<file path="config.mk">
export PLATFORM = sky130hd
export DESIGN_NAME = frt_timer
export DESIGN_NICKNAME = d
export VERILOG_FILES = /design/src/core/frt_pkg.sv /design/src/core/frt_timer.sv
export SDC_FILE = /design/constraint.sdc
export NUM_CORES = 1
export LEC_CHECK = 0
export ABC_CLOCK_PERIOD_IN_PS = 4800
export BUFFER_PORTS_ARGS = -buffer_cell sky130_fd_sc_hd__buf_2
export CORE_AREA = 2 2 79 81
export CTS_CLUSTER_SIZE = 8
export DETAILED_ROUTE_END_ITERATION = 7
export DIE_AREA = 0 0 81 83
export GPL_ROUTABILITY_DRIVEN = 0
export PLACE_DENSITY_LB_ADDON = 0.25
export SLEW_MARGIN = 20
export SYNTH_ARGS = -nofsm -noshare
export SYNTH_HDL_FRONTEND = slang
export SYNTH_SLANG_ARGS = --single-unit
</file>
<file path="constraint.sdc">
create_clock -name clk -period 4.8 [get_ports clk]
set_input_delay 0.96 -clock clk [delete_from_list [all_inputs] [get_ports clk]]
set_output_delay 0.96 -clock clk [all_outputs]
set_load 0.02 [all_outputs]
</file>
<file path="src/core/frt_pkg.sv">
// Purpose: Constants for the free-running timer counter
// Assumes: 8-bit register port, one clock
// Notes:   Register offsets are local choices
package frt_pkg;
  localparam logic [15:0] FRT_RESET_COUNT  = 16'hFFFC;
  localparam logic [15:0] FRT_WRITE_COUNT  = 16'hFFFC;
  localparam logic [3:0]  FRT_OFS_CTRL1    = 4'h0;
  localparam logic [3:0]  FRT_OFS_CTRL2    = 4'h1;
  localparam logic [3:0]  FRT_OFS_STATUS   = 4'h2;
  localparam logic [3:0]  FRT_OFS_CNT_HI   = 4'h3;
  localparam logic [3:0]  FRT_OFS_CNT_LO   = 4'h4;
  localparam logic [3:0]  FRT_OFS_ACNT_HI  = 4'h5;
  localparam logic [3:0]  FRT_OFS_ACNT_LO  = 4'h6;
  localparam int          FRT_CTRL1_OVIE   = 5;
  localparam int          FRT_CTRL2_CS0    = 2;
  localparam int          FRT_CTRL2_CS1    = 3;
  localparam int          FRT_CTRL2_EDGE   = 0;
  localparam int          FRT_STATUS_OVF   = 5;
  localparam logic [1:0]  FRT_CS_EXT       = 2'h3;
  localparam logic [1:0]  FRT_CS_DIV2      = 2'h0;
  localparam logic [1:0]  FRT_CS_DIV4      = 2'h1;
  localparam logic [1:0]  FRT_CS_DIV8      = 2'h2;
  localparam logic [7:0]  FRT_CTRL_RESET   = 8'h00;
  localparam logic [7:0]  FRT_READ_UNMAP   = 8'h00;
endpackage

</file>
<file path="src/core/frt_timer.sv">
// Purpose: 16-bit free-running counter with prescaler, external clock,
//          buffered byte reads and overflow flag
// Assumes: CPU register port, one 125 MHz clock
// Notes:   No capture, compare, one-pulse or PWM
//
// Decided for this implementation: the strobed register port and the placing of the registers.
`timescale 1ns/1ps
module frt_timer #(
  parameter bit         EXT_PIN_PRESENT = 1'b1,
  parameter logic [1:0] SEL_DIV2        = frt_pkg::FRT_CS_DIV2,
  parameter logic [1:0] SEL_DIV4        = frt_pkg::FRT_CS_DIV4,
  parameter logic [1:0] SEL_DIV8        = frt_pkg::FRT_CS_DIV8
) (
  input  wire logic       clk,
  input  wire logic       rst_b,
  input  wire logic [3:0] addr,
  input  wire logic [7:0] wdata,
  input  wire logic       wr,
  input  wire logic       rd,
  output logic      [7:0] rdata,
  input  wire logic       ext_clock_pin,
  input  wire logic       cpu_irq_mask,
  input  wire logic       clock_stop_mode,
  output logic            timer_irq,
  output logic      [15:0] count_value
);
  import frt_pkg::*;

  typedef struct packed {
    logic [1:0]  ext_sync;
    logic        ext_last;
    logic [2:0]  presc;
    logic [15:0] count;
    logic [7:0]  lo_buf;
    logic        buf_valid;
    logic        ovf;
    logic        ovf_armed;
    logic [7:0]  ctrl1;
    logic [7:0]  ctrl2;
    logic [7:0]  rdata;
  } frt_state_t;

  frt_state_t st_reg;
  frt_state_t st_next;
  // Kept outside the state struct so each variable has a single process driving it
  logic [1:0] rst_sync_reg;
  logic       rst_int_b;
  logic       ext_level;
  logic       ext_sample;
  logic       ext_edge;
  logic       tick;
  logic [1:0] sel;
  logic       lo_primary;
  logic       lo_any;
  logic       hi_any;
  logic       wrap;

  // Two-stage reset release
  always_ff @(posedge clk or negedge rst_b) begin
    if (!rst_b) begin
      rst_sync_reg <= 2'h0;
    end else begin
      rst_sync_reg <= {rst_sync_reg[0], 1'b1};
    end
  end
  assign rst_int_b = rst_sync_reg[1];

  // Absent pin reads high; a synchronised level then feeds the edge detector
  assign ext_level = EXT_PIN_PRESENT ? ext_clock_pin : 1'b1;
  assign ext_sample = st_reg.ext_sync[1];
  assign sel = {st_reg.ctrl2[FRT_CTRL2_CS1], st_reg.ctrl2[FRT_CTRL2_CS0]};

  // Edge select: 1 rising, 0 falling
  assign ext_edge = st_reg.ctrl2[FRT_CTRL2_EDGE] ? (ext_sample & ~st_reg.ext_last)
                                                 : (~ext_sample & st_reg.ext_last);

  always_comb begin
    tick = 1'b0;
    if (sel == FRT_CS_EXT) begin
      tick = ext_edge;
    end else if (sel == SEL_DIV2) begin
      tick = (st_reg.presc[0] == 1'b1);
    end else if (sel == SEL_DIV4) begin
      tick = (st_reg.presc[1:0] == 2'h3);
    end else if (sel == SEL_DIV8) begin
      tick = (st_reg.presc == 3'h7);
    end
  end

  assign hi_any     = rd && (addr == FRT_OFS_CNT_HI || addr == FRT_OFS_ACNT_HI);
  assign lo_primary = (rd || wr) && addr == FRT_OFS_CNT_LO;
  assign lo_any     = (rd || wr) && (addr == FRT_OFS_CNT_LO || addr == FRT_OFS_ACNT_LO);
  assign wrap       = tick && !clock_stop_mode && st_reg.count == 16'hFFFF;

  always_comb begin
    st_next          = st_reg;
    st_next.ext_sync = {st_reg.ext_sync[0], ext_level};
    st_next.ext_last = ext_sample;
    // Wait mode has no input here, so counting never pauses for it
    if (!clock_stop_mode) begin
      st_next.presc = st_reg.presc + 3'h1;
      if (tick) begin
        st_next.count = st_reg.count + 16'h0001;
      end
    end
    if (wr && (addr == FRT_OFS_CNT_LO || addr == FRT_OFS_ACNT_LO)) begin
      st_next.count = FRT_WRITE_COUNT;
      st_next.presc = 3'h0;
    end
    if (wr && addr == FRT_OFS_CTRL1) begin
      st_next.ctrl1 = wdata;
    end
    if (wr && addr == FRT_OFS_CTRL2) begin
      st_next.ctrl2 = wdata;
    end
    // Read path; data lands one cycle after the strobe
    st_next.rdata = FRT_READ_UNMAP;
    if (rd) begin
      unique case (addr)
        FRT_OFS_CTRL1:  st_next.rdata = st_reg.ctrl1;
        FRT_OFS_CTRL2:  st_next.rdata = st_reg.ctrl2;
        FRT_OFS_STATUS: st_next.rdata = {2'h0, st_reg.ovf, 5'h00};
        FRT_OFS_CNT_HI, FRT_OFS_ACNT_HI: begin
          st_next.rdata = st_reg.count[15:8];
          if (!st_reg.buf_valid) begin
            st_next.lo_buf    = st_reg.count[7:0];
            st_next.buf_valid = 1'b1;
          end
        end
        FRT_OFS_CNT_LO, FRT_OFS_ACNT_LO: begin
          st_next.rdata     = st_reg.buf_valid ? st_reg.lo_buf : st_reg.count[7:0];
          st_next.buf_valid = 1'b0;
        end
        default: st_next.rdata = FRT_READ_UNMAP;
      endcase
    end
    // Overflow flag: arm on status read while set, clear on primary low access
    if (rd && addr == FRT_OFS_STATUS && st_reg.ovf) begin
      st_next.ovf_armed = 1'b1;
    end
    if (lo_primary && st_reg.ovf_armed) begin
      st_next.ovf       = 1'b0;
      st_next.ovf_armed = 1'b0;
    end
    // Set beats clear in the same cycle
    if (wrap) begin
      st_next.ovf       = 1'b1;
      st_next.ovf_armed = 1'b0;
    end
  end

  always_ff @(posedge clk or negedge rst_int_b) begin
    if (!rst_int_b) begin
      st_reg.ext_sync  <= 2'h3;
      st_reg.ext_last  <= 1'b1;
      st_reg.presc     <= 3'h0;
      st_reg.count     <= FRT_RESET_COUNT;
      st_reg.lo_buf    <= 8'h00;
      st_reg.buf_valid <= 1'b0;
      st_reg.ovf       <= 1'b0;
      st_reg.ovf_armed <= 1'b0;
      st_reg.ctrl1     <= FRT_CTRL_RESET;
      st_reg.ctrl2     <= FRT_CTRL_RESET;
      st_reg.rdata     <= 8'h00;
    end else begin
      st_reg.ext_sync  <= st_next.ext_sync;
      st_reg.ext_last  <= st_next.ext_last;
      st_reg.presc     <= st_next.presc;
      st_reg.count     <= st_next.count;
      st_reg.lo_buf    <= st_next.lo_buf;
      st_reg.buf_valid <= st_next.buf_valid;
      st_reg.ovf       <= st_next.ovf;
      st_reg.ovf_armed <= st_next.ovf_armed;
      st_reg.ctrl1     <= st_next.ctrl1;
      st_reg.ctrl2     <= st_next.ctrl2;
      st_reg.rdata     <= st_next.rdata;
    end
  end

  // Single clock domain: external edges are resolved on rising CPU edges,
  // two cycles late, standing in for the falling-edge update
  assign count_value = st_reg.count;
  assign rdata       = st_reg.rdata;
  // Pending request persists until the overflow flag clears, and is hidden while the mask is set
  assign timer_irq = st_reg.ovf && st_reg.ctrl1[FRT_CTRL1_OVIE] && !cpu_irq_mask;

  a_write_loads: assert property (@(posedge clk) disable iff (!rst_int_b)
    wr && (addr == FRT_OFS_CNT_LO || addr == FRT_OFS_ACNT_LO) |=> st_reg.count == 16'hFFFC)
    else $error("low write did not load FFFC");

  a_alt_keeps_flag: assert property (@(posedge clk) disable iff (!rst_int_b)
    rd && addr == FRT_OFS_ACNT_LO && st_reg.ovf && !wrap |=> st_reg.ovf)
    else $error("alternate low read cleared flag");

  a_hi_returns: assert property (@(posedge clk) disable iff (!rst_int_b)
    hi_any |=> rdata == $past(st_reg.count[15:8]))
    else $error("high byte read wrong");

  a_wrap_sets_flag: assert property (@(posedge clk) disable iff (!rst_int_b)
    wrap |=> st_reg.ovf && st_reg.count == 16'h0000)
    else $error("wrap did not set flag");

  a_irq_gating: assert property (@(posedge clk) disable iff (!rst_int_b)
    timer_irq |-> st_reg.ovf && st_reg.ctrl1[FRT_CTRL1_OVIE] && !cpu_irq_mask)
    else $error("interrupt without cause");

  a_irq_pending: assert property (@(posedge clk) disable iff (!rst_int_b)
    st_reg.ovf && st_reg.ctrl1[FRT_CTRL1_OVIE] && !cpu_irq_mask |-> timer_irq)
    else $error("pending interrupt not raised");

  a_flag_clear_seq: assert property (@(posedge clk) disable iff (!rst_int_b)
    $fell(st_reg.ovf) |-> $past(lo_primary) && $past(st_reg.ovf_armed))
    else $error("flag cleared without sequence");

  a_stop_holds: assert property (@(posedge clk) disable iff (!rst_int_b)
    clock_stop_mode && !(wr && lo_any) |=> $stable(st_reg.count))
    else $error("counter moved while stopped");

  a_stop_presc: assert property (@(posedge clk) disable iff (!rst_int_b)
    clock_stop_mode && !wr |=> $stable(st_reg.presc))
    else $error("prescaler moved while stopped");

  a_wait_runs: assert property (@(posedge clk) disable iff (!rst_int_b)
    !clock_stop_mode && !(wr && lo_any) |=> st_reg.presc == $past(st_reg.presc) + 3'h1)
    else $error("prescaler paused while running");

  a_buffer_frozen: assert property (@(posedge clk) disable iff (!rst_int_b)
    st_reg.buf_valid && !(rd && (addr == FRT_OFS_CNT_LO || addr == FRT_OFS_ACNT_LO))
      |=> st_reg.buf_valid && $stable(st_reg.lo_buf))
    else $error("buffered low byte changed");

  a_hi_captures: assert property (@(posedge clk) disable iff (!rst_int_b)
    hi_any && !st_reg.buf_valid |=> st_reg.lo_buf == $past(st_reg.count[7:0]))
    else $error("high read did not capture low");

  a_low_gives_buf: assert property (@(posedge clk) disable iff (!rst_int_b)
    rd && (addr == FRT_OFS_CNT_LO || addr == FRT_OFS_ACNT_LO) && st_reg.buf_valid
      |=> rdata == $past(st_reg.lo_buf) && !st_reg.buf_valid)
    else $error("low read missed buffered byte");

  a_lone_low_live: assert property (@(posedge clk) disable iff (!rst_int_b)
    rd && (addr == FRT_OFS_CNT_LO || addr == FRT_OFS_ACNT_LO) && !st_reg.buf_valid
      |=> rdata == $past(st_reg.count[7:0]))
    else $error("lone low read not live");

  a_count_step: assert property (@(posedge clk) disable iff (!rst_int_b)
    tick && !clock_stop_mode && !(wr && lo_any) |=> st_reg.count == $past(st_reg.count) + 16'h0001)
    else $error("counter did not step by one");

  a_count_idle: assert property (@(posedge clk) disable iff (!rst_int_b)
    !tick && !(wr && lo_any) |=> $stable(st_reg.count))
    else $error("counter moved without tick");

  a_div2_rate: assert property (@(posedge clk) disable iff (!rst_int_b)
    sel == SEL_DIV2 && tick && !clock_stop_mode && !wr |=> !tick)
    else $error("divide by 2 rate wrong");

  a_div4_rate: assert property (@(posedge clk) disable iff (!rst_int_b)
    sel == SEL_DIV4 && tick && !clock_stop_mode && !wr |=> !tick)
    else $error("divide by 4 rate wrong");

  a_div8_rate: assert property (@(posedge clk) disable iff (!rst_int_b)
    sel == SEL_DIV8 && tick && !clock_stop_mode && !wr |=> !tick)
    else $error("divide by 8 rate wrong");

  a_ext_only_edges: assert property (@(posedge clk) disable iff (!rst_int_b)
    sel == FRT_CS_EXT && !ext_edge |-> !tick)
    else $error("external mode ticked without edge");

  a_reset_state: assert property (@(posedge clk) disable iff (!rst_int_b)
    $rose(rst_int_b) |-> st_reg.count == FRT_RESET_COUNT && !st_reg.ovf && !st_reg.ctrl1[FRT_CTRL1_OVIE])
    else $error("reset state wrong");

  c_wrap: cover property (@(posedge clk) disable iff (!rst_int_b) wrap);
  c_irq: cover property (@(posedge clk) disable iff (!rst_int_b) timer_irq);
  c_clear: cover property (@(posedge clk) disable iff (!rst_int_b) $fell(st_reg.ovf));
  c_ext: cover property (@(posedge clk) disable iff (!rst_int_b) sel == FRT_CS_EXT && tick);
  c_buffered: cover property (@(posedge clk) disable iff (!rst_int_b) rd && lo_any && st_reg.buf_valid);
endmodule

</file>
==> summary.md, run 1 <==
| Metric | Value |
|---|---|
| Run status | `finished clean` |
| Hold-fix buffers, CTS | `0` |
| Initial antenna violation count | `0` |
| Setup crit end kind | `register` |
| Maximum count of clock buffers along a single path | `2` |
| Final non-filler cell total | `just under 400` |
| Growth of design area from synthesis to finish | `8.64%` |
| Vertical extent of the die | `roughly 83 um` |
| Global-route wire length before repair | `~11000 um` |
| Sequential fraction of the synthesis area | `a little under half` |
| Ordered cell list for the critical path | `buf_2 -> or3b_1 -> nor2_1 -> a311oi_1 -> a31oi_1` |
| Fin Clk Skew | `around 11 ps` |
| Die outline area | `6720 um2` |
| Most used flip-flop cell after synthesis | `sky130_fd_sc_hd__dfrtp_1` |
| Syn nets | `approximately 320` |
| Unrepaired setup endpoints after global routing | `no` |
| Clock Sink Count | `just under 60` |
| Cell family contributing the most delay on the critical path | `simple AND/OR/NAND/NOR gates` |
| Placed Instances | `around 370` |
| Post-Synthesis Cell Area | `roughly 3200 um2` |
| Final critical-path required period | `roughly 2500 ps` |
| Clock transition at the register clock pins on the worst setup and hold paths after CTS | `about 60 ps` |
| Pin count of the biggest net entering global routing | `between 50 and 60` |
| Number of vias after detailed routing | `roughly 2200` |
| Final routed wire length divided by cell count | `between 15 and 20 um` |
| DRC marker count from the first detailed-route iteration | `about 110` |
| Post-synthesis average cell area | `between 10 and 15 um2` |
| CTS tree | `yes` |
| Antenna diode count | `0` |
| Count of flip-flops with a built-in enable after synthesis | `0` |
| End of the worst hold path | `rst_sync_reg[1]` |
| Starting density of the core | `54.3%` |
| Max transition margin | `39.2%` |
| First-pass iteration count of the detailed router | `4` |
| Most common library cell in the layout ignoring fill and taps | `sky130_fd_sc_hd__buf_2` |
| Ys async rst share | `between 90% and 100%` |
| Vias in the first global route | `around 2200` |
| Count of endpoints failing setup in the final report | `0` |
| #FFs+latches synth | `59` |
| Total congestion overflow | `0` |
| Detailed-route DRC error count | `0` |
| Sum of negative setup slack | `0 ps` |
| Cell with the largest stage delay on the worst path | `sky130_fd_sc_hd__nor2_1` |
| Total leakage power | `1.51 nW` |
| Worst setup path category | `in -> reg` |
| Transition time of the tightest slew-check pin | `between 900 and 1000 ps` |
| FF-to-FF setup slack | `2640 ps` |
| Fin. Hold Viols | `0` |
| Number of different library cells in the post-synthesis netlist | `48` |
| Warning count from the yosys run | `0` |
| F_max | `approximately 400 MHz` |
| Avg Vias per Cell | `between 5 and 6` |
| Pwr per Cell Area | `about 560 nW/um2` |
| Number of buffers and inverters on the critical path | `1` |
| Placement Rows | `28` |
| Highest-count cells in the layout ignoring fill and taps | `sky130_fd_sc_hd__buf_2 (43), sky130_fd_sc_hd__dfrtp_1 (41), sky130_fd_sc_hd__mux2_2 (25)` |
| Setup bufs post-CTS | `0` |
| Total number of H-tree levels | `3` |
| Launching point of the worst reg2reg path | `st_reg[51]` |
| Max capacitance violation total | `0` |
| Io pins | `44` |
| Fill count | `507` |
| Core Area | `around 5800 um2` |
| Capturing point of the worst reg2reg path | `st_reg[25]` |
| Count of nets left with antenna violations after detail routing | `0` |
| Half-perimeter wire length after detailed placement | `around 4500 um` |
| Clock latency reported for the late side of the worst-skew pair | `340 ps` |
| Cts bufs inserted | `9` |
| Number of instances in the synthesized netlist | `around 290` |
| Core Util, Final | `around three fifths` |
| Maximum net fanout on the critical path | `14` |
| Class of the worst hold path | `reg -> reg` |
| R2R depth | `6` |
| Largest stage delay on the critical path | `750 ps` |
| Final period util | `52.1%` |
| HP Start | `rst_sync_reg[0]` |
| Max Slew Vio Count | `0` |
| Worst path required time | `about 5100 ps` |
| Max reg flops | `29` |
| Layout cell share with drive strength beyond 1 | `34.6%` |
| Post-cts resize count | `0` |
| Peak supply drop | `0.269 mV` |
| Arrival time reported for the critical path endpoint | `2760 ps` |
| Count of input and output buffers | `43` |
| Number of instances on the worst hold path | `0` |
| Sort of element at the start of the critical path | `input pin` |
| CTS root buffer | `sky130_fd_sc_hd__clkbuf_8` |
| Routed wire length | `6520 um` |
| Global router's overall resource usage | `approximately a fifth` |
| Count of nets after finishing | `between 300 and 400` |
| Width of the chip | `a little over 80 um` |
[metrics by stage]
stage	area (um2)	power, mW	setup slack (ps)	hold slack (ps)
2_1_floorplan	3160	1.34	2380	331
3_3_place_gp	3220	1.43	1980	336
3_5_place_dp	3220	1.45	1930	341
4_1_cts	3430	1.94	2290	356
5_1_grt	3430	2.05	2080	359
6_report	3430	1.92	2300	352
[routing by layer]
layer	part of all wire, %	GRT usage, %
met5	0	0
met4	1.9	9.71
met3	4.3	5.65
met2	47	30.9
met1	47	28.1
[worst register-to-register path: cells and delay by family, from the launching register on]
| family | cells | cell delay, ps |
|---|---|---|
| mux | 1 | 170 |
| simple gates | 1 | 210 |
| fa+ha+maj | 2 | 410 |
| flops | 1 | 410 |
| compound gates | 2 | 850 |
[logic make-up (layout without fill, tap and decap cells)]
group	Yosys count	after routing	share of synthesized area, %
compound gates	39	39	8.09
xor+xnor	2	2	0.555
fa+ha+maj	3	3	1.19
buf+inv	48	67	9.00
flops	59	59	47.4
mux	49	49	16.5
other cells	1	1	0.119
simple gates	92	92	17.1
[cells in the mapped netlist, types with 2 or more instances]
cell type                  number  area share (%)
sky130_fd_sc_hd__a21oi_1       10             1.6
sky130_fd_sc_hd__a22oi_1        2            0.48
sky130_fd_sc_hd__and2_1         9             1.8
sky130_fd_sc_hd__and4_1         5             1.4
sky130_fd_sc_hd__buf_1          2            0.24
sky130_fd_sc_hd__buf_2          5            0.79
sky130_fd_sc_hd__buf_4         24             5.7
sky130_fd_sc_hd__clkbuf_1       9             1.1
sky130_fd_sc_hd__dfrtp_1       42              33
sky130_fd_sc_hd__dfstp_2       17              14
sky130_fd_sc_hd__ha_1           3             1.2
sky130_fd_sc_hd__inv_1          7            0.83
sky130_fd_sc_hd__mux2_2        25             8.9
sky130_fd_sc_hd__mux2i_1       24             7.6
sky130_fd_sc_hd__nand2_1        9             1.1
sky130_fd_sc_hd__nand3_1       10             1.6
sky130_fd_sc_hd__nand3b_1       3            0.71
sky130_fd_sc_hd__nand4_1        7             1.4
sky130_fd_sc_hd__nor2_1        20             2.4
sky130_fd_sc_hd__nor3_1         2            0.32
sky130_fd_sc_hd__nor3b_1        2            0.48
sky130_fd_sc_hd__nor4_1         9             1.8
sky130_fd_sc_hd__o21ai_0        5            0.79
sky130_fd_sc_hd__o22ai_1        7             1.4
sky130_fd_sc_hd__o31a_1         3            0.83
sky130_fd_sc_hd__o31ai_1        4            0.95
sky130_fd_sc_hd__or3_1          3            0.59
sky130_fd_sc_hd__or3b_1         3            0.83
sky130_fd_sc_hd__or4_1          3            0.71
[layout make-up]
class	count	area (um2)	area share [%]
clock inverters	4	47.5	1.39
repair buffers	44	223	6.49
well taps	75	93.8	2.74
multi-input cells	186	1380	40.1
clock buffers	12	165	4.82
inverters	7	26.3	0.766
flip-flops and latches	59	1500	43.7
[how the worst max path moves through the flow]
stage	endpoint	cells after the start	slack (ps)	start
floorplan	sel[1]	5	2380	addr[1]
global placement	count_value[2]	5	1980	addr[0]
detailed placement	count_value[2]	5	1930	addr[0]
CTS	count_value[2]	5	2290	addr[0]
global route	count_value[14]	5	2080	addr[0]
finish	count_value[2]	5	2300	addr[0]
[power breakdown]
group / internal, mW / switching (mW) / total (mW)
registers: 0.678 / 0.167 / 0.844
clock network: 0.280 / 0.195 / 0.476
logic: 0.260 / 0.341 / 0.602
No activity file was read; power rests on OpenSTA's default activity.
==> run 2, diff against run 1 <==
Settings changed: ABC_AREA set to 1, ABC_CLOCK_PERIOD_IN_PS 4800 to 2500, CORE_AREA 2 2 79 81 to 2 2 82 84, DIE_AREA 0 0 81 83 to 0 0 84 86.
Clock period 4.8 ns to 2.5 ns, I/O delays scaled along.
==> summary.md, run 2 <==
| Metric | Value |
|---|---|
| Sequential fraction of the synthesis area | `44.3% (-3.2 points)` |
| Post-Synthesis Cell Area | `3380 um2 (+7.2%)` |
| Routed wire length | `7090 um (+8.9%)` |
| Class of the worst hold path | `in -> reg` |
| Warning count from the yosys run | `0 (unchanged)` |
| Count of input and output buffers | `43 (unchanged)` |
| Setup crit end kind | `register` |
| Number of buffers and inverters on the critical path | `0 (-1)` |
| Growth of design area from synthesis to finish | `8.36%` |
| Max reg flops | `29 (unchanged)` |
| #FFs+latches synth | `59 (unchanged)` |
| F_max | `between 500 and 600 MHz` |
| Io pins | `44 (unchanged)` |
| Worst path required time | `2780 ps (-2280 ps)` |
| Post-synthesis average cell area | `7.69 um2 (-29%)` |
| Hold slack | `256 ps (-96.1 ps)` |
| Total congestion overflow | `0 (unchanged)` |
| Detailed-route DRC error count | `0 (unchanged)` |
| Half-perimeter wire length after detailed placement | `5200 um (+15%)` |
| Total leakage power | `1.86 nW (+23%)` |
| Global router's overall resource usage | `21.3% (+0.49 points)` |
| Max capacitance violation total | `0 (unchanged)` |
| Vias in the first global route | `2592 (+19%)` |
| Biggest area consumer among synthesized cells | `sky130_fd_sc_hd__dfrtp_1` |
| Worst setup path category | `reg -> reg` |
| Post-cts resize count | `0 (unchanged)` |
| Count of endpoints failing setup in the final report | `0 (unchanged)` |
| Layout cell share with drive strength beyond 1 | `24.9% (-9.7 points)` |
| Final period util | `73.3%` |
| CTS root buffer | `sky130_fd_sc_hd__clkbuf_8` |
| Cell family contributing the most delay on the critical path | `simple AND/OR/NAND/NOR gates` |
| Fin. Hold Viols | `0 (unchanged)` |
| Number of vias after detailed routing | `2823 (+27%)` |
| DRC marker count from the first detailed-route iteration | `230 (+100%)` |
| Number of instances on the worst hold path | `1 (+1)` |
| Run status | `finished clean` |
| Pin count of the biggest net entering global routing | `30 (-48%)` |
| Core Util, Final | `58.4% (-0.57 points)` |
| First-pass iteration count of the detailed router | `4 (unchanged)` |
| Count of flip-flops with a built-in enable after synthesis | `0 (unchanged)` |
| Max transition margin | `58.1% (+19 points)` |
| CTS tree | `yes` |
| Width of the chip | `84 um (+3.7%)` |
| R2R depth | `9 (+3)` |
| Number of instances in the synthesized netlist | `440 (+50%)` |
| Syn nets | `462 (+47%)` |
| Cell with the largest stage delay on the worst path | `sky130_fd_sc_hd__dfrtp_1` |
| Most frequent cell on the critical path | `sky130_fd_sc_hd__nand2_1` |
| Ys async rst share | `100% (unchanged)` |
| Launching point of the worst reg2reg path | `st_reg[51]` |
| Maximum net fanout on the critical path | `16 (+2)` |
| Placement Rows | `29 (+3.6%)` |
| Ranking of synthesized cells by area | `sky130_fd_sc_hd__dfrtp_1 (31%), sky130_fd_sc_hd__nand2_1 (16%), sky130_fd_sc_hd__dfstp_2 (13%)` |
| Cts bufs inserted | `9 (unchanged)` |
| End of the worst hold path | `st_next[56]` |
| Clock latency reported for the late side of the worst-skew pair | `350 ps (about the same)` |
| Core Area | `6280 um2 (+7.9%)` |
| Max Slew Vio Count | `0 (unchanged)` |
| Count of nets after finishing | `487 (+48%)` |
| Most used flip-flop cell after synthesis | `sky130_fd_sc_hd__dfrtp_1` |
| Largest stage delay on the critical path | `410 ps (-340 ps)` |
| Most common library cell in the layout ignoring fill and taps | `sky130_fd_sc_hd__nand2_1` |
| Final routed wire length divided by cell count | `13.0 um (-23%)` |
| Die outline area | `7220 um2 (+7.5%)` |
| Proportion of netlist area held by the largest area contributor | `31.1% (-2.2 points)` |
| Clock transition at the register clock pins on the worst setup and hold paths after CTS | `60 ps (about the same)` |
| Clock Sink Count | `59 (unchanged)` |
| Avg Vias per Cell | `5.16 (-10%)` |
| Top post-synthesis cells by count | `sky130_fd_sc_hd__nand2_1 (140), sky130_fd_sc_hd__nor2_1 (43), sky130_fd_sc_hd__dfrtp_1 (42), sky130_fd_sc_hd__inv_1 (36), sky130_fd_sc_hd__nand3_1 (36)` |
| Fin Clk Skew | `12.9 ps (+1.58 ps)` |
| Capturing point of the worst reg2reg path | `count_value[1]` |
| Most frequent cell after synthesis | `sky130_fd_sc_hd__nand2_1` |
| Count of nets left with antenna violations after detail routing | `0 (unchanged)` |
| Peak supply drop | `0.583 mV (+120%)` |
| Starting density of the core | `53.9% (-0.38 points)` |
| Setup bufs post-CTS | `0 (unchanged)` |
| Pwr per Cell Area | `957 nW/um2 (+71%)` |
| Ordered cell list for the critical path | `ha_1 -> ha_1 -> nand2_1 -> nand3b_1 -> nand3_1 -> nor2_2 -> nor2_4 -> nand2_1 -> nand2_1` |
| Highest-count cells in the layout ignoring fill and taps | `sky130_fd_sc_hd__nand2_1 (140), sky130_fd_sc_hd__nor2_1 (43), sky130_fd_sc_hd__buf_2 (43)` |
| PnR Total Power | `3.51 mW (+83%)` |
| Antenna diode count | `0 (unchanged)` |
| Hold-fix buffers, CTS | `1 (+1)` |
| Total number of H-tree levels | `3 (unchanged)` |
| FF-to-FF setup slack | `670 ps (-1970 ps)` |
| Unrepaired setup endpoints after global routing | `no` |
| Sum of negative setup slack | `0 ps (unchanged)` |
| Vertical extent of the die | `86 um (+3.6%)` |
| Initial antenna violation count | `0 (unchanged)` |
| Sort of element at the start of the critical path | `register` |
| Arrival time reported for the critical path endpoint | `2110 ps (-650 ps)` |
| Global-route wire length before repair | `12200 um (+14%)` |
| Final critical-path required period | `around 1800 ps` |
| HP Start | `ext_clock_pin` |
| Number of different library cells in the post-synthesis netlist | `28 (-42%)` |
| Transition time of the tightest slew-check pin | `629 ps (-280 ps)` |
| Maximum count of clock buffers along a single path | `2 (unchanged)` |
[run 2: cells by family (layout without fill, tap and decap cells)]
group / after synthesis / after routing / synth area share [%]
other cells: 1 / 1 / 0.111
xor+xnor: 2 / 2 / 0.518
compound gates: 52 / 52 / 9.58
fa+ha+maj: 3 / 3 / 1.11
flops: 59 / 59 / 44.3
buf+inv: 72 / 102 / 11.8
simple gates: 251 / 251 / 32.6
[run 2: power breakdown]
part	switching (mW)	total (mW)	internal, mW
logic	0.680	1.06	0.379
clock network	0.381	0.867	0.486
registers	0.302	1.58	1.28
total	1.36	3.51	2.14
[run 2: through the flow]
step           area (um2)  std cells  setup slack (ps)
2_1_floorplan        3380        440               765
4_1_cts              3670        547               655
5_1_grt              3670        547               508
6_report             3670        547               668
3_5_place_dp         3470        530               580
3_3_place_gp         3470        530               639
[run 2: worst register-to-register path: stages, from the launching register on]
cell                       delay, ps
sky130_fd_sc_hd__dfrtp_1         410
sky130_fd_sc_hd__ha_1            230
sky130_fd_sc_hd__ha_1            180
sky130_fd_sc_hd__nand2_1          60
sky130_fd_sc_hd__nand3b_1         80
sky130_fd_sc_hd__nand3_1         130
sky130_fd_sc_hd__nor2_2          100
sky130_fd_sc_hd__nor2_4          400
sky130_fd_sc_hd__nand2_1         110
sky130_fd_sc_hd__nand2_1          80
[run 2: how the worst max path moves through the flow]
stage	end	slack [ps]	cells after the start	startpoint
6_report	count_value[1]	670	9	st_reg[51]
5_1_grt	count_value[4]	510	9	st_reg[51]
4_1_cts	count_value[1]	660	9	st_reg[51]
3_5_place_dp	count_value[14]	580	6	addr[0]
3_3_place_gp	count_value[10]	640	6	addr[0]
2_1_floorplan	count_value[0]	770	0	rst_sync_reg[1]
[run 2: layer usage]
| layer | share of wire (%) | GRT usage, % |
|---|---|---|
| met5 | 0 | 0 |
| met4 | 2.0 | 8.06 |
| met3 | 4.6 | 4.62 |
| met2 | 47 | 34.5 |
| met1 | 46 | 28.3 |
[run 2: area by class of cell]
| type | count | area [um2] |
|---|---|---|
| fill | 618 | 2610 |
| sequential | 59 | 1500 |
| multi-input combinational | 309 | 1490 |
| timing repair buffer | 46 | 240 |
| inverter | 40 | 155 |
| clock buffer | 13 | 149 |
| tap | 77 | 96.3 |
| clock inverter | 3 | 40.0 |
==> run 3, diff against run 2 <==
Settings changed: ABC_AREA 1 to 0, ABC_CLOCK_PERIOD_IN_PS 2500 to 1620, CORE_AREA 2 2 82 84 to 2 2 81 83, DIE_AREA 0 0 84 86 to 0 0 83 85.
Clock period 2.5 ns to 1.62 ns, I/O delays scaled along.
==> summary.md, run 3 (synthesis results as in run 1) <==
| Metric | Value |
|---|---|
| Run status | `finished, violations left` |
| Failing checks | `setup timing` |
| PnR Total Power | `6.61 mW (+88%)` |
| Final period util | `114% (+40 points)` |
| Pwr per Cell Area | `1640 nW/um2 (+72%)` |
| Sequential power share | `36.1% (-9.0 points)` |
| Max Slew Vio Count | `0 (unchanged)` |
| Proportion of power drawn by the clock network | `20.7% (-4.0 points)` |
| Total congestion overflow | `0 (unchanged)` |
| Growth of design area from synthesis to finish | `27.5%` |
| Detailed-route DRC error count | `0 (unchanged)` |
| Internal power | `4.12 mW (+92%)` |
| Clock latency reported for the late side of the worst-skew pair | `340 ps (about the same)` |
| Maximum net fanout on the critical path | `16 (unchanged)` |
| Count of input and output buffers | `43 (unchanged)` |
| Setup WS pre-CTS | `-248 ps (-828 ps)` |
| Placement Rows | `29 (unchanged)` |
| Maximum count of clock buffers along a single path | `2 (unchanged)` |
| Width of the chip | `83 um (-1.2%)` |
| Half-perimeter wire length after detailed placement | `5340 um (+2.7%)` |
| Count of nets left with antenna violations after detail routing | `0 (unchanged)` |
| Arrival time reported for the critical path endpoint | `2110 ps (about the same)` |
| Final routed wire length divided by cell count | `17.8 um (+38%)` |
| Placed standard-cell area | `3680 um2 (+6.2%)` |
| Class of the worst hold path | `reg -> async` |
| Peak supply drop | `1.05 mV (+80%)` |
| R2R depth | `7 (-2)` |
| Antenna diode count | `0 (unchanged)` |
| Max reg flops | `29 (unchanged)` |
| Global router's overall resource usage | `23.3% (+2.0 points)` |
| Vias in the first global route | `2621 (+1.1%)` |
| Setup crit end kind | `register` |
| Cts bufs inserted | `9 (unchanged)` |
| Max capacitance violation total | `0 (unchanged)` |
| Most common library cell in the layout ignoring fill and taps | `sky130_fd_sc_hd__buf_4` |
| FF-to-FF setup slack | `-220 ps (-890 ps)` |
| Number of vias after detailed routing | `2519 (-11%)` |
| CTS root buffer | `sky130_fd_sc_hd__clkbuf_8` |
| Worst setup path category | `reg -> reg` |
| Vertical extent of the die | `85 um (-1.2%)` |
| Count of endpoints failing setup in the final report | `18 (+18)` |
| Highest-count cells in the layout ignoring fill and taps | `sky130_fd_sc_hd__buf_4 (45), sky130_fd_sc_hd__buf_2 (43), sky130_fd_sc_hd__dfrtp_1 (41)` |
| Fin Clk Skew | `8.56 ps (-4.35 ps)` |
| Capturing point of the worst reg2reg path | `count_value[6]` |
| DRC marker count from the first detailed-route iteration | `222 (-3.5%)` |
| Global-route wire length before repair | `12800 um (+5.3%)` |
| Core Util, Final | `64.9% (+6.5 points)` |
| Pin count of the biggest net entering global routing | `54 (+80%)` |
| Unrepaired setup endpoints after global routing | `yes` |
| First-pass iteration count of the detailed router | `5 (+1)` |
| Io pins | `44 (unchanged)` |
| Worst path required time | `1880 ps (-900 ps)` |
| Switching power share of the total | `37.7% (-1.2 points)` |
| Die outline area | `7060 um2 (-2.3%)` |
| Combinational group share of total power | `43.2% (+13 points)` |
| Fin. Hold Viols | `0 (unchanged)` |
| Clock Sink Count | `59 (unchanged)` |
| Starting density of the core | `50.9% (-3.0 points)` |
| Core Area | `6200 um2 (-1.2%)` |
| Layout cell share with drive strength beyond 1 | `49.2% (+24 points)` |
| Total leakage power | `1.78 nW (-4.4%)` |
| F_max | `543 MHz (-0.58%)` |
| Initial antenna violation count | `0 (unchanged)` |
| Clock transition at the register clock pins on the worst setup and hold paths after CTS | `70 ps (about the same)` |
| Final design area excluding fillers | `4030 um2 (+9.8%)` |
| P_sw | `2.49 mW (+83%)` |
| Final critical-path required period | `1840 ps (+10.8 ps)` |
| CTS tree | `yes` |
| Final setup margin | `-223 ps (-891 ps)` |
| Launching point of the worst reg2reg path | `st_reg[52]` |
| Routed wire length | `7800 um (+9.9%)` |
| Count of nets after finishing | `378 (-22%)` |
| Sort of element at the start of the critical path | `register` |
| Avg Vias per Cell | `5.76 (+12%)` |
| Total number of H-tree levels | `3 (unchanged)` |
| Hold slack | `79.1 ps (-176 ps)` |
[run 3: how the worst max path moves through the flow]
stage                                  to        from  depth (start not counted)
after global placement     count_value[6]  st_reg[52]                          7
after floorplan            count_value[4]  st_reg[54]                          5
after detailed placement   count_value[6]  st_reg[51]                          7
after CTS                  count_value[6]  st_reg[51]                          7
final                      count_value[6]  st_reg[52]                          7
after global routing      count_value[11]  st_reg[52]                          8
[run 3: worst max-delay path: stages (launching register included)]
cell,delay (ps)
sky130_fd_sc_hd__dfrtp_1,400
sky130_fd_sc_hd__ha_4,160
sky130_fd_sc_hd__ha_4,120
sky130_fd_sc_hd__mux2i_2,60
sky130_fd_sc_hd__a211o_1,300
sky130_fd_sc_hd__buf_12,160
sky130_fd_sc_hd__o31ai_1,200
sky130_fd_sc_hd__or3b_1,360
[run 3: final cells by class]
class,instances,area (um2)
well taps,77,96.3
multi-input cells,188,1600
fillers,518,2180
repair buffers,91,603
clock inverters,4,50.0
inverters,7,26.3
clock buffers,11,151
flip-flops and latches,59,1500
[run 3: repair_timing]
item,in CTS,in global routing
hold buffers,1,0
gates resized for setup,9,12
cloned,2,0
pin swaps,5,5
buffers inserted,0,1
endpoints found under the setup margin,18,18
endpoints found under the hold margin,2,0
[run 3: per-stage QoR]
step                      cells  setup TNS, ps
after floorplan             293          -1330
after global placement      418          -2270
after detailed placement    418          -3520
after CTS                   436          -2540
after global routing        437          -3720
final                       437          -2400
[run 3: power groups by stage]
stage / clock [mW] / combinational [mW] / sequential [mW]
after global placement: 0 / 2.54 / 2.34
after detailed placement: 0 / 2.62 / 2.38
after global routing: 1.45 / 3.08 / 2.44
after floorplan: 0 / 1.80 / 2.32
after CTS: 1.39 / 2.72 / 2.37
final: 1.37 / 2.85 / 2.38
[run 3: per-layer routing]
metal,track usage [%],wire length (um),up-vias
li1,-,-,1173
met1,30.1,3370,1244
met2,37.2,3840,79
met3,4.38,318,23
met4,13.0,267,0
met5,0,0,-
